File: config.mk
export PLATFORM = sky130hd
export DESIGN_NAME = ascc_regs
export DESIGN_NICKNAME = d
export VERILOG_FILES = /design/src/inc/ascc_pkg.sv /design/src/verilog/ascc_regs.sv
export SDC_FILE = /design/constraint.sdc
export NUM_CORES = 1
export LEC_CHECK = 0
export ABC_AREA = 1
export ABC_CLOCK_PERIOD_IN_PS = 2100
export BUFFER_PORTS_ARGS = -buffer_cell sky130_fd_sc_hd__buf_2
export CORE_ASPECT_RATIO = 1.4
export CORE_UTILIZATION = 52
export CTS_BUF_LIST = sky130_fd_sc_hd__clkbuf_8
export CTS_CLUSTER_DIAMETER = 60
export DETAILED_ROUTE_END_ITERATION = 10
export PLACE_DENSITY = 0.87
export REMOVE_ABC_BUFFERS = 1
export SYNTH_ARGS = -nofsm -noshare
export SYNTH_HDL_FRONTEND = slang
export SYNTH_SLANG_ARGS = --single-unit
File: constraint.sdc
create_clock -name CLK -period 2.1 [get_ports CLK]
set_input_delay 0.42 -clock CLK [delete_from_list [all_inputs] [get_ports CLK]]
set_output_delay 0.42 -clock CLK [all_outputs]
set_load 0.1 [all_outputs]
File: src/inc/ascc_pkg.sv
// Purpose: Shared constants and types for the converter status, clock and channel register block
// Assumes: Avalon-MM word registers, byte address = 4 * register index
// Notes:   Stage codes are used by the design and by the bench, field positions by the design only
package ascc_pkg;

   // ----------------------------------------
   // Register indices (byte address is four times these)
   // ----------------------------------------
   localparam logic [12:0] IDX_INPUT_SEL = 13'h1d1f;
   localparam logic [12:0] IDX_PRECHARGE = 13'h1d24;
   localparam logic [12:0] IDX_STATUS    = 13'h1d2a;
   localparam logic [12:0] IDX_REF_SEL   = 13'h1d2b;
   localparam logic [12:0] IDX_CLK_DIV   = 13'h1d2d;
   localparam logic [12:0] IDX_CONTROL   = 13'h1d30;
   localparam logic [12:0] IDX_IRQ_STS   = 13'h1d31;
   localparam logic [12:0] IDX_IRQ_MASK  = 13'h1d32;

   // ----------------------------------------
   // Field positions
   // ----------------------------------------
   localparam int STS_AOV_BIT  = 7;
   localparam int STS_UTH_BIT  = 6;
   localparam int STS_LTH_BIT  = 5;
   localparam int STS_COMPUTATION_UPDATED_FLAG_BIT = 4;
   localparam int CTL_DSE_BIT  = 0;
   localparam int CTL_RPT_BIT  = 1;
   localparam int CTL_SRC_BIT  = 2;
   localparam int IRQ_DONE_BIT = 0;
   localparam int IRQ_OVF_BIT  = 1;
   localparam int IRQ_THR_BIT  = 2;

   // ----------------------------------------
   // Reset values and codes
   // ----------------------------------------
   localparam logic [5:0]  RST_INPUT_SEL = 6'h00;
   localparam logic [12:0] RST_PRECHARGE = 13'h0000;
   localparam logic [1:0]  RST_REF_SEL   = 2'h0;
   localparam logic [5:0]  RST_CLK_DIV   = 6'h00;
   localparam logic [2:0]  RST_CONTROL   = 3'h0;
   localparam logic [2:0]  RST_IRQ       = 3'h0;
   localparam logic [6:0]  CLK_DIV_FACTOR = 7'h02;
   localparam logic [2:0]  STG_IDLE = 3'h0;
   localparam logic [2:0]  STG_PRE1 = 3'h1;
   localparam logic [2:0]  STG_ACQ1 = 3'h2;
   localparam logic [2:0]  STG_CNV1 = 3'h3;
   localparam logic [2:0]  STG_SUSP = 3'h4;
   localparam logic [2:0]  STG_PRE2 = 3'h5;
   localparam logic [2:0]  STG_ACQ2 = 3'h6;
   localparam logic [2:0]  STG_CNV2 = 3'h7;
   localparam logic [1:0]  REF_SUPPLY = 2'h0;
   localparam logic [1:0]  REF_PIN    = 2'h2;
   localparam logic [1:0]  REF_FIXED  = 2'h3;

   typedef enum logic [2:0] {S_IDLE, S_PRE1, S_ACQ1, S_CNV1, S_SUSP, S_PRE2, S_ACQ2, S_CNV2} ascc_seq_t;

   // Flags from the computation datapath, same clock
   typedef struct packed {
      logic overflow;     // Accumulator, filter or error overflow event
      logic above_upper;  // Error value above upper threshold (level)
      logic below_lower;  // Error value below lower threshold (level)
      logic updated;      // Computation results changing (pulse)
      logic acc_clear;    // Accumulator clear completed (pulse)
   } ascc_dp_t;

endpackage

File: src/verilog/ascc_regs.sv
// Purpose: Status, clock divider, reference, channel and precharge registers with the stage sequencer
// Assumes: One 250 MHz clock CLK, async active-low RST_N, Avalon-MM slave with waitrequest
// Notes:   Register slice with its own stage sequencer and converter clock enable
//
// The Avalon-MM interface to the registers was decided locally.
`timescale 1ns/10ps
module ascc_regs
   import ascc_pkg::*;
#(
   parameter logic [12:0] ACQ_CLKS  = 13'h0010,
   parameter logic [12:0] CONV_CLKS = 13'h000c
) (
   input  wire logic        CLK,
   input  wire logic        RST_N,
   input  wire logic [14:0] ADDRESS,
   input  wire logic        READ,
   input  wire logic        WRITE,
   input  wire logic [31:0] WRITEDATA,
   input  wire logic [3:0]  BYTEENABLE,
   output logic      [31:0] READDATA,
   output logic             WAITREQUEST,
   input  wire logic        RC_CLK,
   input  wire logic        TRIGGER,
   input  wire ascc_dp_t    DP_FLAGS,
   output logic             CONV_CLK_EN,
   output logic      [2:0]  STAGE,
   output logic             COMPUTE_GO,
   output logic      [1:0]  REF_SEL,
   output logic      [5:0]  INPUT_SEL,
   output logic             IRQ
);

   // ----------------------------------------
   // State
   // ----------------------------------------
   typedef struct packed {
      ascc_seq_t   seq;
      logic [12:0] cnt;
      logic [6:0]  div_cnt;
      logic [2:0]  rc_sync;
      logic        rc_lvl;
      logic        ce;
      logic [5:0]  chan;
      logic [12:0] pre;
      logic [1:0]  refsel;
      logic [5:0]  div;
      logic [2:0]  ctrl;
      logic        accum_overflow_flag;
      logic        uth;
      logic        lth;
      logic        computation_updated_flag;
      logic [2:0]  stage;
      logic        go;
      logic [2:0]  irq_sts;
      logic [2:0]  irq_msk;
      logic        irq;
      logic        waitreq;
      logic [31:0] rdata;
   } ascc_state_t;

   ascc_state_t s_q;
   ascc_state_t s_d;

   logic [12:0] idx;
   logic [6:0]  div_lim;
   logic        wr_now;
   logic        suspended;
   logic [31:0] rd_mux;

   assign idx       = ADDRESS[14:2];
   assign wr_now    = WRITE && !s_q.waitreq;
   assign suspended = (s_q.stage == STG_SUSP);
   // Divide by 2(n+1): the counter wraps at 2(n+1)-1
   assign div_lim   = 7'((CLK_DIV_FACTOR * ({1'b0, s_q.div} + 7'h01)) - 7'h01);

   // ----------------------------------------
   // Read multiplexer
   // ----------------------------------------
   // Unmapped words read as zero; narrow registers sit in low bits
   always_comb begin
      rd_mux = 32'h0000_0000;
      unique case (idx)
         IDX_INPUT_SEL: rd_mux[5:0]  = s_q.chan;
         IDX_PRECHARGE: rd_mux[12:0] = s_q.pre;
         IDX_STATUS:    rd_mux[7:0]  = {s_q.accum_overflow_flag, s_q.uth, s_q.lth, s_q.computation_updated_flag, 1'b0, s_q.stage};
         IDX_REF_SEL:   rd_mux[1:0]  = s_q.refsel;
         IDX_CLK_DIV:   rd_mux[5:0]  = s_q.div;
         IDX_CONTROL:   rd_mux[2:0]  = s_q.ctrl;
         IDX_IRQ_STS:   rd_mux[2:0]  = s_q.irq_sts;
         IDX_IRQ_MASK:  rd_mux[2:0]  = s_q.irq_msk;
         default:       rd_mux = 32'h0000_0000;
      endcase
   end

   // ----------------------------------------
   // Next state
   // ----------------------------------------
   // Software writes are applied first so hardware sets below win a same-cycle clear
   always_comb begin
      s_d = s_q;
      s_d.go = 1'b0;
      // Bus handshake: one wait cycle, then the access completes
      if (s_q.waitreq && (READ || WRITE)) begin
         s_d.waitreq = 1'b0;
         s_d.rdata   = rd_mux;
      end else if (!s_q.waitreq) begin
         s_d.waitreq = 1'b1;
      end
      if (wr_now) begin
         unique case (idx)
            IDX_INPUT_SEL: begin
               if (BYTEENABLE[0]) begin
                  s_d.chan = WRITEDATA[5:0];
               end
            end
            IDX_PRECHARGE: begin
               if (BYTEENABLE[0]) begin
                  s_d.pre[7:0] = WRITEDATA[7:0];
               end
               if (BYTEENABLE[1]) begin
                  s_d.pre[12:8] = WRITEDATA[12:8];
               end
            end
            IDX_STATUS: begin
               if (BYTEENABLE[0]) begin
                  if (WRITEDATA[STS_AOV_BIT]) begin
                     s_d.accum_overflow_flag = 1'b0;
                  end
                  // Clear refused while the computation is suspended
                  if (!suspended) begin
                     s_d.computation_updated_flag = WRITEDATA[STS_COMPUTATION_UPDATED_FLAG_BIT];
                  end
               end
            end
            IDX_REF_SEL: begin
               if (BYTEENABLE[0]) begin
                  s_d.refsel = WRITEDATA[1:0];
               end
            end
            IDX_CLK_DIV: begin
               if (BYTEENABLE[0]) begin
                  s_d.div = WRITEDATA[5:0];
               end
            end
            IDX_CONTROL: begin
               if (BYTEENABLE[0]) begin
                  s_d.ctrl = WRITEDATA[2:0];
               end
            end
            IDX_IRQ_STS: begin
               if (BYTEENABLE[0]) begin
                  s_d.irq_sts = s_q.irq_sts & ~WRITEDATA[2:0];
               end
            end
            IDX_IRQ_MASK: begin
               if (BYTEENABLE[0]) begin
                  s_d.irq_msk = WRITEDATA[2:0];
               end
            end
            default: s_d.rdata = s_d.rdata;
         endcase
      end

      // Datapath flags; the overflow flag is sticky until cleared
      if (DP_FLAGS.acc_clear) begin
         s_d.accum_overflow_flag = 1'b0;
      end
      if (DP_FLAGS.overflow) begin
         s_d.accum_overflow_flag = 1'b1;
      end
      s_d.uth = DP_FLAGS.above_upper;
      s_d.lth = DP_FLAGS.below_lower;
      if (DP_FLAGS.updated) begin
         s_d.computation_updated_flag = 1'b1;
      end

      // Converter clock enable: RC pin edge or divided system clock
      s_d.rc_sync = {s_q.rc_sync[1:0], RC_CLK};
      s_d.ce = 1'b0;
      if (s_q.rc_sync[1] == s_q.rc_sync[2] && s_q.rc_sync[2] != s_q.rc_lvl) begin
         s_d.rc_lvl = s_q.rc_sync[2];
      end
      if (s_q.ctrl[CTL_SRC_BIT]) begin
         // Divider bypassed; a slow system clock may miss RC edges
         s_d.div_cnt = 7'h00;
         s_d.ce = (s_q.rc_sync[1] == s_q.rc_sync[2]) && s_q.rc_sync[2] && !s_q.rc_lvl;
      end else if (s_q.div_cnt >= div_lim) begin
         s_d.div_cnt = 7'h00;
         s_d.ce = 1'b1;
      end else begin
         s_d.div_cnt = s_q.div_cnt + 7'h01;
      end

      // Conversion sequencer, timed in converter clocks
      unique case (s_q.seq)
         S_IDLE: begin
            if (TRIGGER) begin
               if (s_q.pre != 13'h0000) begin
                  s_d.seq = S_PRE1;
                  s_d.cnt = s_q.pre;
               end else begin
                  s_d.seq = S_ACQ1;
                  s_d.cnt = ACQ_CLKS;
               end
            end
         end
         S_PRE1, S_PRE2: begin
            if (s_q.ce) begin
               if (s_q.cnt <= 13'h0001) begin
                  s_d.seq = (s_q.seq == S_PRE1) ? S_ACQ1 : S_ACQ2;
                  s_d.cnt = ACQ_CLKS;
               end else begin
                  s_d.cnt = s_q.cnt - 13'h0001;
               end
            end
         end
         S_ACQ1, S_ACQ2: begin
            if (s_q.ce) begin
               if (s_q.cnt <= 13'h0001) begin
                  s_d.seq = (s_q.seq == S_ACQ1) ? S_CNV1 : S_CNV2;
                  s_d.cnt = CONV_CLKS;
               end else begin
                  s_d.cnt = s_q.cnt - 13'h0001;
               end
            end
         end
         S_CNV1: begin
            if (s_q.ce && s_q.cnt <= 13'h0001) begin
               if (!s_q.ctrl[CTL_DSE_BIT]) begin
                  s_d.seq = S_IDLE;
                  s_d.go  = 1'b1;
               end else if (s_q.ctrl[CTL_RPT_BIT]) begin
                  // Repeat mode retriggers itself, so no suspended gap
                  s_d.seq = (s_q.pre != 13'h0000) ? S_PRE2 : S_ACQ2;
                  s_d.cnt = (s_q.pre != 13'h0000) ? s_q.pre : ACQ_CLKS;
               end else begin
                  s_d.seq = S_SUSP;
               end
            end else if (s_q.ce) begin
               s_d.cnt = s_q.cnt - 13'h0001;
            end
         end
         S_SUSP: begin
            if (!s_q.ctrl[CTL_DSE_BIT]) begin
               s_d.seq = S_IDLE;
            end else if (TRIGGER) begin
               s_d.seq = (s_q.pre != 13'h0000) ? S_PRE2 : S_ACQ2;
               s_d.cnt = (s_q.pre != 13'h0000) ? s_q.pre : ACQ_CLKS;
            end
         end
         S_CNV2: begin
            if (s_q.ce && s_q.cnt <= 13'h0001) begin
               s_d.seq = S_IDLE;
               s_d.go  = 1'b1;
            end else if (s_q.ce) begin
               s_d.cnt = s_q.cnt - 13'h0001;
            end
         end
      endcase

      // Stage code is decoded from the next sequencer state, so it changes in the same cycle as the sequencer
      unique case (s_d.seq)
         S_IDLE:  s_d.stage = STG_IDLE;
         S_PRE1:  s_d.stage = STG_PRE1;
         S_ACQ1:  s_d.stage = STG_ACQ1;
         S_CNV1:  s_d.stage = STG_CNV1;
         S_SUSP:  s_d.stage = STG_SUSP;
         S_PRE2:  s_d.stage = STG_PRE2;
         S_ACQ2:  s_d.stage = STG_ACQ2;
         S_CNV2:  s_d.stage = STG_CNV2;
      endcase

      // Interrupt events: set wins over a same-cycle clear
      if (s_d.go) begin
         s_d.irq_sts[IRQ_DONE_BIT] = 1'b1;
      end
      if (DP_FLAGS.overflow) begin
         s_d.irq_sts[IRQ_OVF_BIT] = 1'b1;
      end
      if ((DP_FLAGS.above_upper && !s_q.uth) || (DP_FLAGS.below_lower && !s_q.lth)) begin
         s_d.irq_sts[IRQ_THR_BIT] = 1'b1;
      end
      s_d.irq = |(s_d.irq_sts & s_d.irq_msk);
   end

   // ----------------------------------------
   // State register
   // ----------------------------------------
   always_ff @(posedge CLK or negedge RST_N) begin
      if (!RST_N) begin
         s_q         <= '0;
         s_q.seq     <= S_IDLE;
         s_q.chan    <= RST_INPUT_SEL;
         s_q.pre     <= RST_PRECHARGE;
         s_q.refsel  <= RST_REF_SEL;
         s_q.div     <= RST_CLK_DIV;
         s_q.ctrl    <= RST_CONTROL;
         s_q.irq_sts <= RST_IRQ;
         s_q.irq_msk <= RST_IRQ;
         s_q.stage   <= STG_IDLE;
         s_q.waitreq <= 1'b1;
      end else begin
         s_q <= s_d;
      end
   end

   // Outputs come straight from the state register
   assign READDATA    = s_q.rdata;
   assign WAITREQUEST = s_q.waitreq;
   assign CONV_CLK_EN = s_q.ce;
   assign STAGE       = s_q.stage;
   assign COMPUTE_GO  = s_q.go;
   assign REF_SEL     = s_q.refsel;
   assign INPUT_SEL   = s_q.chan;
   assign IRQ         = s_q.irq;

   // ----------------------------------------
   // Checks
   // ----------------------------------------
   // Gap between enables under a steady divider
   logic [7:0] gap_q;
   logic       gap_ok_q;
   always_ff @(posedge CLK or negedge RST_N) begin
      if (!RST_N) begin
         gap_q    <= 8'h00;
         gap_ok_q <= 1'b0;
      end else begin
         gap_q    <= s_q.ce ? 8'h01 : gap_q + 8'h01;
         gap_ok_q <= (s_q.ce || gap_ok_q) && !s_q.ctrl[CTL_SRC_BIT] && !(wr_now && idx == IDX_CLK_DIV);
      end
   end
endmodule

==> results of run 1 <==
cell families after synthesis:
| kind of cell | synth area share (%) |
|---|---|
| simple gates | 32.1 |
| flops | 39.3 |
| buf+inv | 11.9 |
| other cells | 0.0700 |
| mux | 1.68 |
| xor+xnor | 3.43 |
| fa+ha+maj | 2.80 |
| compound gates | 8.74 |
sequential cells by signal, indices dropped and copies added, names as in the netlist:
| name | flops |
|---|---|
| COMPUTE_GO | 1 |
| CONV_CLK_EN | 1 |
| INPUT_SEL | 6 |
| IRQ | 1 |
| READDATA | 13 |
| REF_SEL | 2 |
| STAGE | 3 |
| WAITREQUEST | 1 |
| s_d | 2 |
| s_q | 54 |
layout by cell type, fill, tap and decap left out, types with 2 or more instances in the layout:
master,count
a21oi_1,14
ha_1,10
mux2_2,7
inv_2,6
o211ai_1,3
nand2_1,200
inv_1,58
nand3_4,2
nand2_2,8
nor2_1,67
nor2_4,6
xor2_2,2
nor2_2,7
o21ai_1,23
xor2_1,11
conb_1,19
dfrtp_1,81
o21ai_0,38
buf_4,37
dfrtp_2,2
ha_4,2
buf_2,65
nand4_1,12
nand3_2,5
bufinv_16,3
and2_1,2
nor3_1,9
xnor2_1,7
nor3_2,6
o31ai_1,5
clkbuf_8,10
nand3_1,52
o21ai_2,2
o22ai_1,2
where the power goes:
group	internal [W]	switching, W
clock	0.000815	0.000605
combinational	0.00100	0.00212
sequential	0.00183	0.000274
worst min path at each step:
stage / endpoint / start / cells past startpoint / slack (ns)
2_1_floorplan: COMPUTE_GO / RST_N / 0 / 0.12
3_3_place_gp: s_d[82] / s_d[81] / 0 / 0.36
4_1_cts: s_d[81] / RC_CLK / 1 / 0.15
3_5_place_dp: s_d[82] / RST_N / 1 / 0.37
6_report: s_d[81] / RC_CLK / 1 / 0.16
5_1_grt: s_d[81] / RC_CLK / 1 / 0.15
per-layer routing:
layer	wire length (µm)	share of wire [%]	GRT usage (%)
met1	5130	37	30.6
met2	7270	53	47.6
met3	805	5.9	4.88
met4	546	4.0	15.3
met5	0	0	0
repair_timing:
action                                 CTS  global route
hold buffers                             1             0
setup endpoints to repair                8            13
buffers inserted                         1             3
gates resized for setup                  8            19
pin swaps                               12             8
endpoints found under the hold margin   27             0
area by class of cell:
cell class,count,area [µm²],area share (%)
Clock buffer,10,138,2.23
Timing Repair Buffer,104,633,10.2
Clock inverter,6,105,1.70
Multi-Input combinational cell,533,2800,45.2
Sequential cell,84,2110,34.1
Inverter,63,236,3.83
Tap cell,135,169,2.73
critical path: stages, from the launching register on:
cell	delay, ns
dfrtp_2	0.46
buf_4	0.17
nand3_4	0.08
xor2_2	0.22
nand4_1	0.14
xor2_1	0.17
ha_1	0.32
nand2_2	0.07
o211ai_1	0.41
buf_4	0.21
nor3_2	0.04
stage by stage:
stage	hold slack [ns]	TNS (ns)
finish	0.159	-2.05
global placement	0.364	-1.68
global route	0.149	-3.02
detailed placement	0.368	-2.36
floorplan	0.124	-8.82
CTS	0.150	-1.74
==> run_results.csv, run 1 <==
group,metric,value,unit
status,status,"complete, but fails checks",
status,violations,"negative setup slack",
finish,syn_to_final_growth,15.4,%
cts,htreeDepth,3,
timing,rsz0062_at_grt,"true",
power,p_per_area,1070,mW/mm²
timing,slew_viol_final,0,
detailed_routing,drt_pre_antenna_iters,5,
detailed_routing,vias_per_cell,5.38,
yosys,yosys.cell_count.top_type,"nand2_1",
finish,antenna_cells,0,
power,power.total,0.00664,W
placement,place_inst,914,
critical_path,endpoint,"s_q[88]",
critical_path,r2r-start,"s_q[51]",
yosys,synth_area,0.00536,mm²
yosys,yosysTopAreaCell,"dfrtp_1",
power,peakVddDrop,0.888,mV
critical_path,cp-startpoint,"s_q[51]",
yosys,syn_avg_cell_area,7.44,µm²
critical_path,critical_path_class,"register to register",
die,ioPinCount,109,
critical_path,start_kind,"register",
yosys,synth_edf_count,0,
timing,clock_skew,0.0233,ns
die,num_rows,43,
yosys,synthTopCellsByArea,"dfrtp_1 (39%), nand2_1 (14%), buf_4 (6.2%), nand3_1 (5.0%), nor2_1 (4.8%)",
detailed_routing,routed_wl,13800,µm
finish,final_cell_count_no_fill,935,
power,p_leak,3.10,nW
placement,portBuffers,66,
yosys,synth_ff_type,"dfrtp_1",
yosys,synth_top_area_share,38.8,%
critical_path,reg2reg_depth,10,
timing,setup_ws,-0.307,ns
detailed_routing,ant_nets,0,
yosys,synthDistinctLibCells,43,
die,die-height,122,µm
yosys,yosys_warnings,0,
yosys,synthCells,720,
cts,path_clk_slew,0.08,ns
timing,tightestPinTransition,0.527,ns
min_path,hp-class,"input port to register",
finish,fill_cells,868,
critical_path,timing.rr.end,"s_q[88]",
yosys,synth.ff_latch_count,84,
detailed_routing,wire_per_inst,14.7,µm
finish,design_area,0.00618,mm²
cts,cts_sinks,84,
placement,pre_cts_ws,-0.350,ns
grt,grtUsageTotal,27.2,%
placement,place_hpwl,10300,µm
critical_path,cp_max_fo,6,
die,die_area,0.0107,mm²
timing,final.min_clock_period,2.41,ns
detailed_routing,route.detailed.drc,0,
timing,hold_violations,0,
critical_path,end_kind,"register",
timing,fin_crit_sh,115,%
grt,grt_overflow,0,
die,initial_core_util,53.8,%
grt,grt_pass1_wl,22200,µm
timing,relSlewSlack,64.7,%
timing,finalSetupViolCount,8,
cts,clock_latency,0.38,ns
yosys,synth_common_cells,"nand2_1 (205), dfrtp_1 (83), nor2_1 (69), inv_1 (57), nand3_1 (54)",
yosys,ys_seq_area_share,39.3,%
cts,cts_buffers,9,
critical_path,arrival,2.65,ns
grt,grt_pass1_vias,4774,
critical_path,required,2.34,ns
finish,finish.utilization,62.1,%
cts,cts_tree,"done",
finish,nets,869,
detailed_routing,drtIter0Drc,298,
run,drv_cap,0,
detailed_routing,num_vias,5028,
yosys,synthArstFlopShare,100,%
die,coreArea,0.00995,mm²
grt,antenna_found_initial,0,
timing,fmax,415,MHz
placement,placed_cell_area,0.00578,mm²
critical_path,r2r_slack,-0.31,ns
placement,place_congestion,0.907,
cts,clock-root-buffer,"clkbuf_8",
finish,drive_gt1_share,22.4,%
cts,clockBufferDepth,2,
grt,grt_start_max_net_pins,39,
die,die_x,87.8,µm
Power figures use the tool's default switching activity.
==> inputs of run 2 (changes only) <==
PLACE_DENSITY = default   (was 0.87)
PLACE_DENSITY_LB_ADDON = 0.05   (was default)
SKIP_CTS_REPAIR_TIMING = 1   (was default)
==> run 2 against run 1 <==
The run still ends with negative setup slack left; clock skew shrank 0.0074 ns; largest cell class unchanged; register-to-register slack gained 0.12 ns; design area shrank 1.6%; sequential cell count is the same; sequential share of layout area grew 0.51 points.
==> run_results.csv, run 2 (synthesis results as in run 1) <==
group,metric,value,unit
status,status,"complete, but fails checks",
status,violations,"negative setup slack",
die,coreArea,0.00995,mm²
timing,finalSetupViolCount,8,
cts,cts_tree,"done",
finish,nets,863,
timing,final.min_clock_period,2.29,ns
finish,antenna_cells,0,
cts,cts_sinks,84,
placement,placed_cell_area,0.00577,mm²
timing,hold_violations,0,
finish,drive_gt1_share,20.9,%
timing,rsz0062_at_grt,"true",
die,ioPinCount,109,
power,peakVddDrop,0.462,mV
critical_path,reg2reg_depth,12,
critical_path,crit_path_frequent_cell,"buf_4",
placement,place_congestion,0.932,
grt,grt_pass1_vias,4571,
min_path,whs_path_depth,1,
timing,setup_ws,-0.187,ns
power,power_frac_comb,47.6,%
cts,clock-root-buffer,"clkbuf_8",
power,p_leak,3.06,nW
die,die_x,87.8,µm
critical_path,start_kind,"register",
power,p_seq_share,32.4,%
power,switching_share,46.3,%
power,netSwitchingPower,0.00302,W
placement,place_hpwl,10700,µm
power,p_int,0.00351,W
detailed_routing,vias_per_cell,5.17,
critical_path,critical_path_class,"register to register",
finish,syn_to_final_growth,13.6,%
cts,clockBufferDepth,2,
detailed_routing,drtIter0Drc,315,
die,num_rows,43,
timing,fin_crit_sh,109,%
critical_path,arrival,2.58,ns
run,drv_cap,0,
critical_path,cp_num_buf_inv,3,
timing,clock_skew,0.0160,ns
detailed_routing,ant_nets,0,
cts,htreeDepth,3,
placement,place_inst,910,
critical_path,cp_slowest_stage_delay,0.42,ns
detailed_routing,drt_pre_antenna_iters,6,
grt,grt_start_max_net_pins,36,
detailed_routing,route.detailed.drc,0,
cts,cts_buffers,9,
timing,slew_viol_final,0,
critical_path,crit_chain,"buf_4 > nand3_1 > xor2_2 > nand4_1 > xor2_1 > ha_1 > nand2_2 > buf_4 > o211ai_1 > buf_4 > nand2_2 > o21ai_1",
finish,layout_commonest_cell,"nand2_1",
detailed_routing,num_vias,4803,
die,die-height,122,µm
placement,portBuffers,66,
finish,largest_reg_flops,54,
finish,design_area,0.00608,mm²
grt,grtUsageTotal,27.2,%
grt,grt_pass1_wl,22000,µm
cts,clock_latency,0.37,ns
critical_path,cpLargestDelayFamily,"buffers and inverters",
power,p_clk_share,20.0,%
die,die_area,0.0107,mm²
critical_path,required,2.40,ns
timing,fmax,437,MHz
critical_path,end_kind,"register",
finish,layout_common_cells,"nand2_1 (201), dfrtp_1 (83), nor2_1 (68), buf_2 (65), inv_1 (58)",
critical_path,cpMaxStageDelayCell,"dfrtp_1",
die,initial_core_util,53.8,%
finish,regMostFlops,"s_q",
critical_path,path_depth,12,
grt,antenna_found_initial,0,
cts,path_clk_slew,0.09,ns
detailed_routing,wire_per_inst,15.0,µm
finish,final_cell_count_no_fill,929,
power,p_per_area,1070,mW/mm²
critical_path,cp_max_fo,8,
detailed_routing,routed_wl,14000,µm
min_path,hp-class,"input port to register",
grt,grt_overflow,0,
## run 2: cell types whose count changed in the layout (fill, tap and decap cells not counted), sizes merged
cell / change
buf: -6
bufinv: -1
clkinvlp: +1
## run 2: cell type report
type                            instances  area [µm²]
Clock buffer                           10         138
Clock inverter                          6        82.6
Fill cell                             954        3870
Inverter                               63         236
Multi-Input combinational cell        533        2750
Sequential cell                        84        2100
Tap cell                              135         169
Timing Repair Buffer                   98         601
## run 2: power by group through the flow
| stage | logic, W | clock network [W] | registers, W |
|---|---|---|---|
| detailed placement | 0.00303 | 0 | 0.00215 |
| floorplan | 0.00190 | 0 | 0.00239 |
| finish | 0.00311 | 0.00131 | 0.00212 |
| global placement | 0.00297 | 0 | 0.00215 |
| global route | 0.00346 | 0.00138 | 0.00215 |
| CTS | 0.00304 | 0.00132 | 0.00212 |
## run 2: per-stage QoR
| step | setup slack, ns | setup TNS [ns] | utilization [%] | hold WS (ns) | total power [W] |
|---|---|---|---|---|---|
| 5_1_grt | -0.324 | -2.46 | 61.1 | 0.154 | 0.00699 |
| 6_report | -0.187 | -1.42 | 61.1 | 0.163 | 0.00653 |
| 3_3_place_gp | -0.238 | -1.66 | 57.9 | 0.333 | 0.00512 |
| 2_1_floorplan | -0.604 | -8.82 | - | 0.124 | 0.00429 |
| 4_1_cts | -0.307 | -2.23 | 60.1 | -0.0215 | 0.00648 |
| 3_5_place_dp | -0.293 | -2.20 | 57.9 | 0.341 | 0.00518 |
## run 2: worst paths after layout
check | slack [ns] | to | start
worst min register to register | 0.36 | s_d[82] | s_d[81]
worst min-delay path | 0.16 | s_d[81] | RC_CLK
worst max-delay path | -0.19 | CONV_CLK_EN | s_q[51]
max in group asynchronous | 0.94 | WAITREQUEST | RST_N
min in group asynchronous | 0.51 | s_q[92] | RST_N
worst max register to register | -0.19 | CONV_CLK_EN | s_q[51]
## run 2: worst reg2reg max path, stage by stage (launching register included)
cell and delay (ns):
dfrtp_1 0.42, buf_4 0.15, nand3_1 0.14, xor2_2 0.20, nand4_1 0.13, xor2_1 0.16, ha_1 0.32, nand2_2 0.08
buf_4 0.13, o211ai_1 0.17, buf_4 0.22, nand2_2 0.05, o21ai_1 0.07
## run 2: layer usage
metal	wire length, µm	track usage (%)	vias to the layer above	share of wire [%]
met5	0	0	-	0
met4	367	12.1	0	2.6
met3	415	2.44	24	3.0
met2	7570	48.8	124	54
met1	5610	32.6	2255	40
li1	-	-	2400	-
==> inputs of run 3 (changes only) <==
MAX_ROUTING_LAYER = met4   (was default)
SETUP_SLACK_MARGIN = 0.02   (was default)
==> run 3 against run 2 <==
The run still ends with negative setup slack left; design area shrank 0.41%; first-iteration DRC count shrank 21%; total power shrank 0.58%; largest power group unchanged; register-to-register slack lost 0.08 ns.
==> run_results.csv, run 3 (synthesis results as in run 1) <==
group,metric,value,unit
timing,finalSetupViolCount,8,
timing,clock_skew,0.00810,ns
timing,fmax,423,MHz
die,ioPinCount,109,
critical_path,arrival,2.60,ns
die,initial_core_util,53.8,%
critical_path,critical_path_class,"register to register",
power,p_per_area,1070,mW/mm²
cts,path_clk_slew,0.08,ns
timing,holdWs,0.0267,ns
run,drv_cap,0,
finish,antenna_cells,0,
placement,pre_cts_ws,-0.316,ns
status,violations,"negative setup slack",
finish,layout_common_cells,"nand2_1 (202), dfrtp_1 (83), nor2_1 (68), buf_2 (65), inv_1 (58)",
critical_path,start_kind,"register",
min_path,hp-class,"input port to asynchronous set/reset pin",
die,die_area,0.0107,mm²
grt,globalRouteMet3Util,5.01,%
die,die_x,87.8,µm
grt,grt_pass1_vias,4605,
die,coreArea,0.00995,mm²
timing,fin_crit_sh,113,%
cts,clock-root-buffer,"clkbuf_8",
grt,grtUsageTotal,28.4,%
cts,cts_sinks,84,
status,status,"complete, but fails checks",
finish,largest_reg_flops,54,
placement,place_hpwl,10700,µm
critical_path,end_kind,"register",
timing,relSlewSlack,63.7,%
detailed_routing,drtIter0Drc,250,
detailed_routing,drt_pre_antenna_iters,5,
die,die-height,122,µm
finish,layout_commonest_cell,"nand2_1",
grt,grt_overflow,0,
cts,cts_buffers,9,
finish,regMostFlops,"s_q",
critical_path,cp_max_fo,5,
grt,grt_util_met2,48.8,%
power,peakVddDrop,0.470,mV
die,num_rows,43,
detailed_routing,vias_per_cell,5.22,
cts,cts_tree,"done",
detailed_routing,ant_nets,0,
finish,nets,864,
timing,setup_ws,-0.265,ns
grt,use_met1,31.5,%
cts,clock_latency,0.36,ns
timing,hold_violations,0,
placement,portBuffers,66,
grt,antenna_found_initial,0,
critical_path,required,2.34,ns
timing,slew_viol_final,0,
detailed_routing,route.detailed.drc,0,
timing,tightestPinTransition,0.544,ns
finish,drive_gt1_share,21.0,%
grt,grt_busiest_layer,"met2",
timing,final.min_clock_period,2.36,ns
finish,design_area,0.00606,mm²
detailed_routing,num_vias,4853,
placement,place_congestion,0.913,
power,power.total,0.00649,W
timing,rsz0062_at_grt,"true",
cts,clockBufferDepth,2,
cts,htreeDepth,3,
grt,grt_start_max_net_pins,48,
power,p_leak,3.05,nW
detailed_routing,routed_wl,14000,µm
finish,syn_to_final_growth,13.1,%
placement,placed_cell_area,0.00577,mm²
grt,grt_pass1_wl,22100,µm
detailed_routing,wire_per_inst,15.1,µm
[run 3: cell types whose count changed in the layout (fill, tap and decap cells not counted), sizes merged]
| cell | previous run | this run |
|---|---|---|
| dlygate4sd3 | 1 | 0 |
| clkinv | 1 | 2 |
| bufinv | 2 | 1 |
| buf | 97 | 99 |
| inv | 64 | 63 |
[run 3: power by group]
part / internal (W) / switching (W)
clock network: 0.000569 / 0.000584
logic: 0.00107 / 0.00214
registers: 0.00183 / 0.000304
[run 3: layout make-up]
class,count,area (µm²)
clock buffer,10,138
clock inverter,5,53.8
fill,950,3890
inverter,63,236
multi-input combinational,533,2750
sequential,84,2100
tap,135,169
timing repair buffer,99,606
[run 3: path summary, 6_finish.rpt]
check	startpoint	end	slack, ns	cells past startpoint
min	RST_N	s_q[94]	0.03	1
min in group CLK	RC_CLK	s_d[81]	0.16	1
max reg2reg	s_q[51]	s_q[87]	-0.26	11
min reg2reg	s_d[81]	s_d[82]	0.35	0
max	s_q[51]	s_q[87]	-0.26	11
max in group asynchronous	RST_N	s_q[36]	1.43	2
[run 3: stage by stage]
step                TNS, ns  utilization [%]  instances
finish                -2.00             60.9        929
global route          -3.31             60.9        929
global placement      -1.78             57.9        910
detailed placement    -2.21             57.9        910
CTS                   -2.31             59.8        925
floorplan             -8.82                -        680
[run 3: critical path, cell delays in order (launching register included)]
cell	delay, ns
dfrtp_1	0.41
ha_2	0.24
or2_4	0.14
nand2_4	0.06
nor2_4	0.08
nand4_1	0.11
xor2_1	0.16
ha_1	0.30
nand2_1	0.07
o211ai_1	0.40
buf_4	0.22
nor3_2	0.04
[run 3: layer usage]
| metal | vias up | share of wire [%] |
|---|---|---|
| met2 | 122 | 53 |
| met5 | - | 0 |
| li1 | 2403 | - |
| met4 | 0 | 3.7 |
| met3 | 36 | 3.2 |
| met1 | 2292 | 40 |
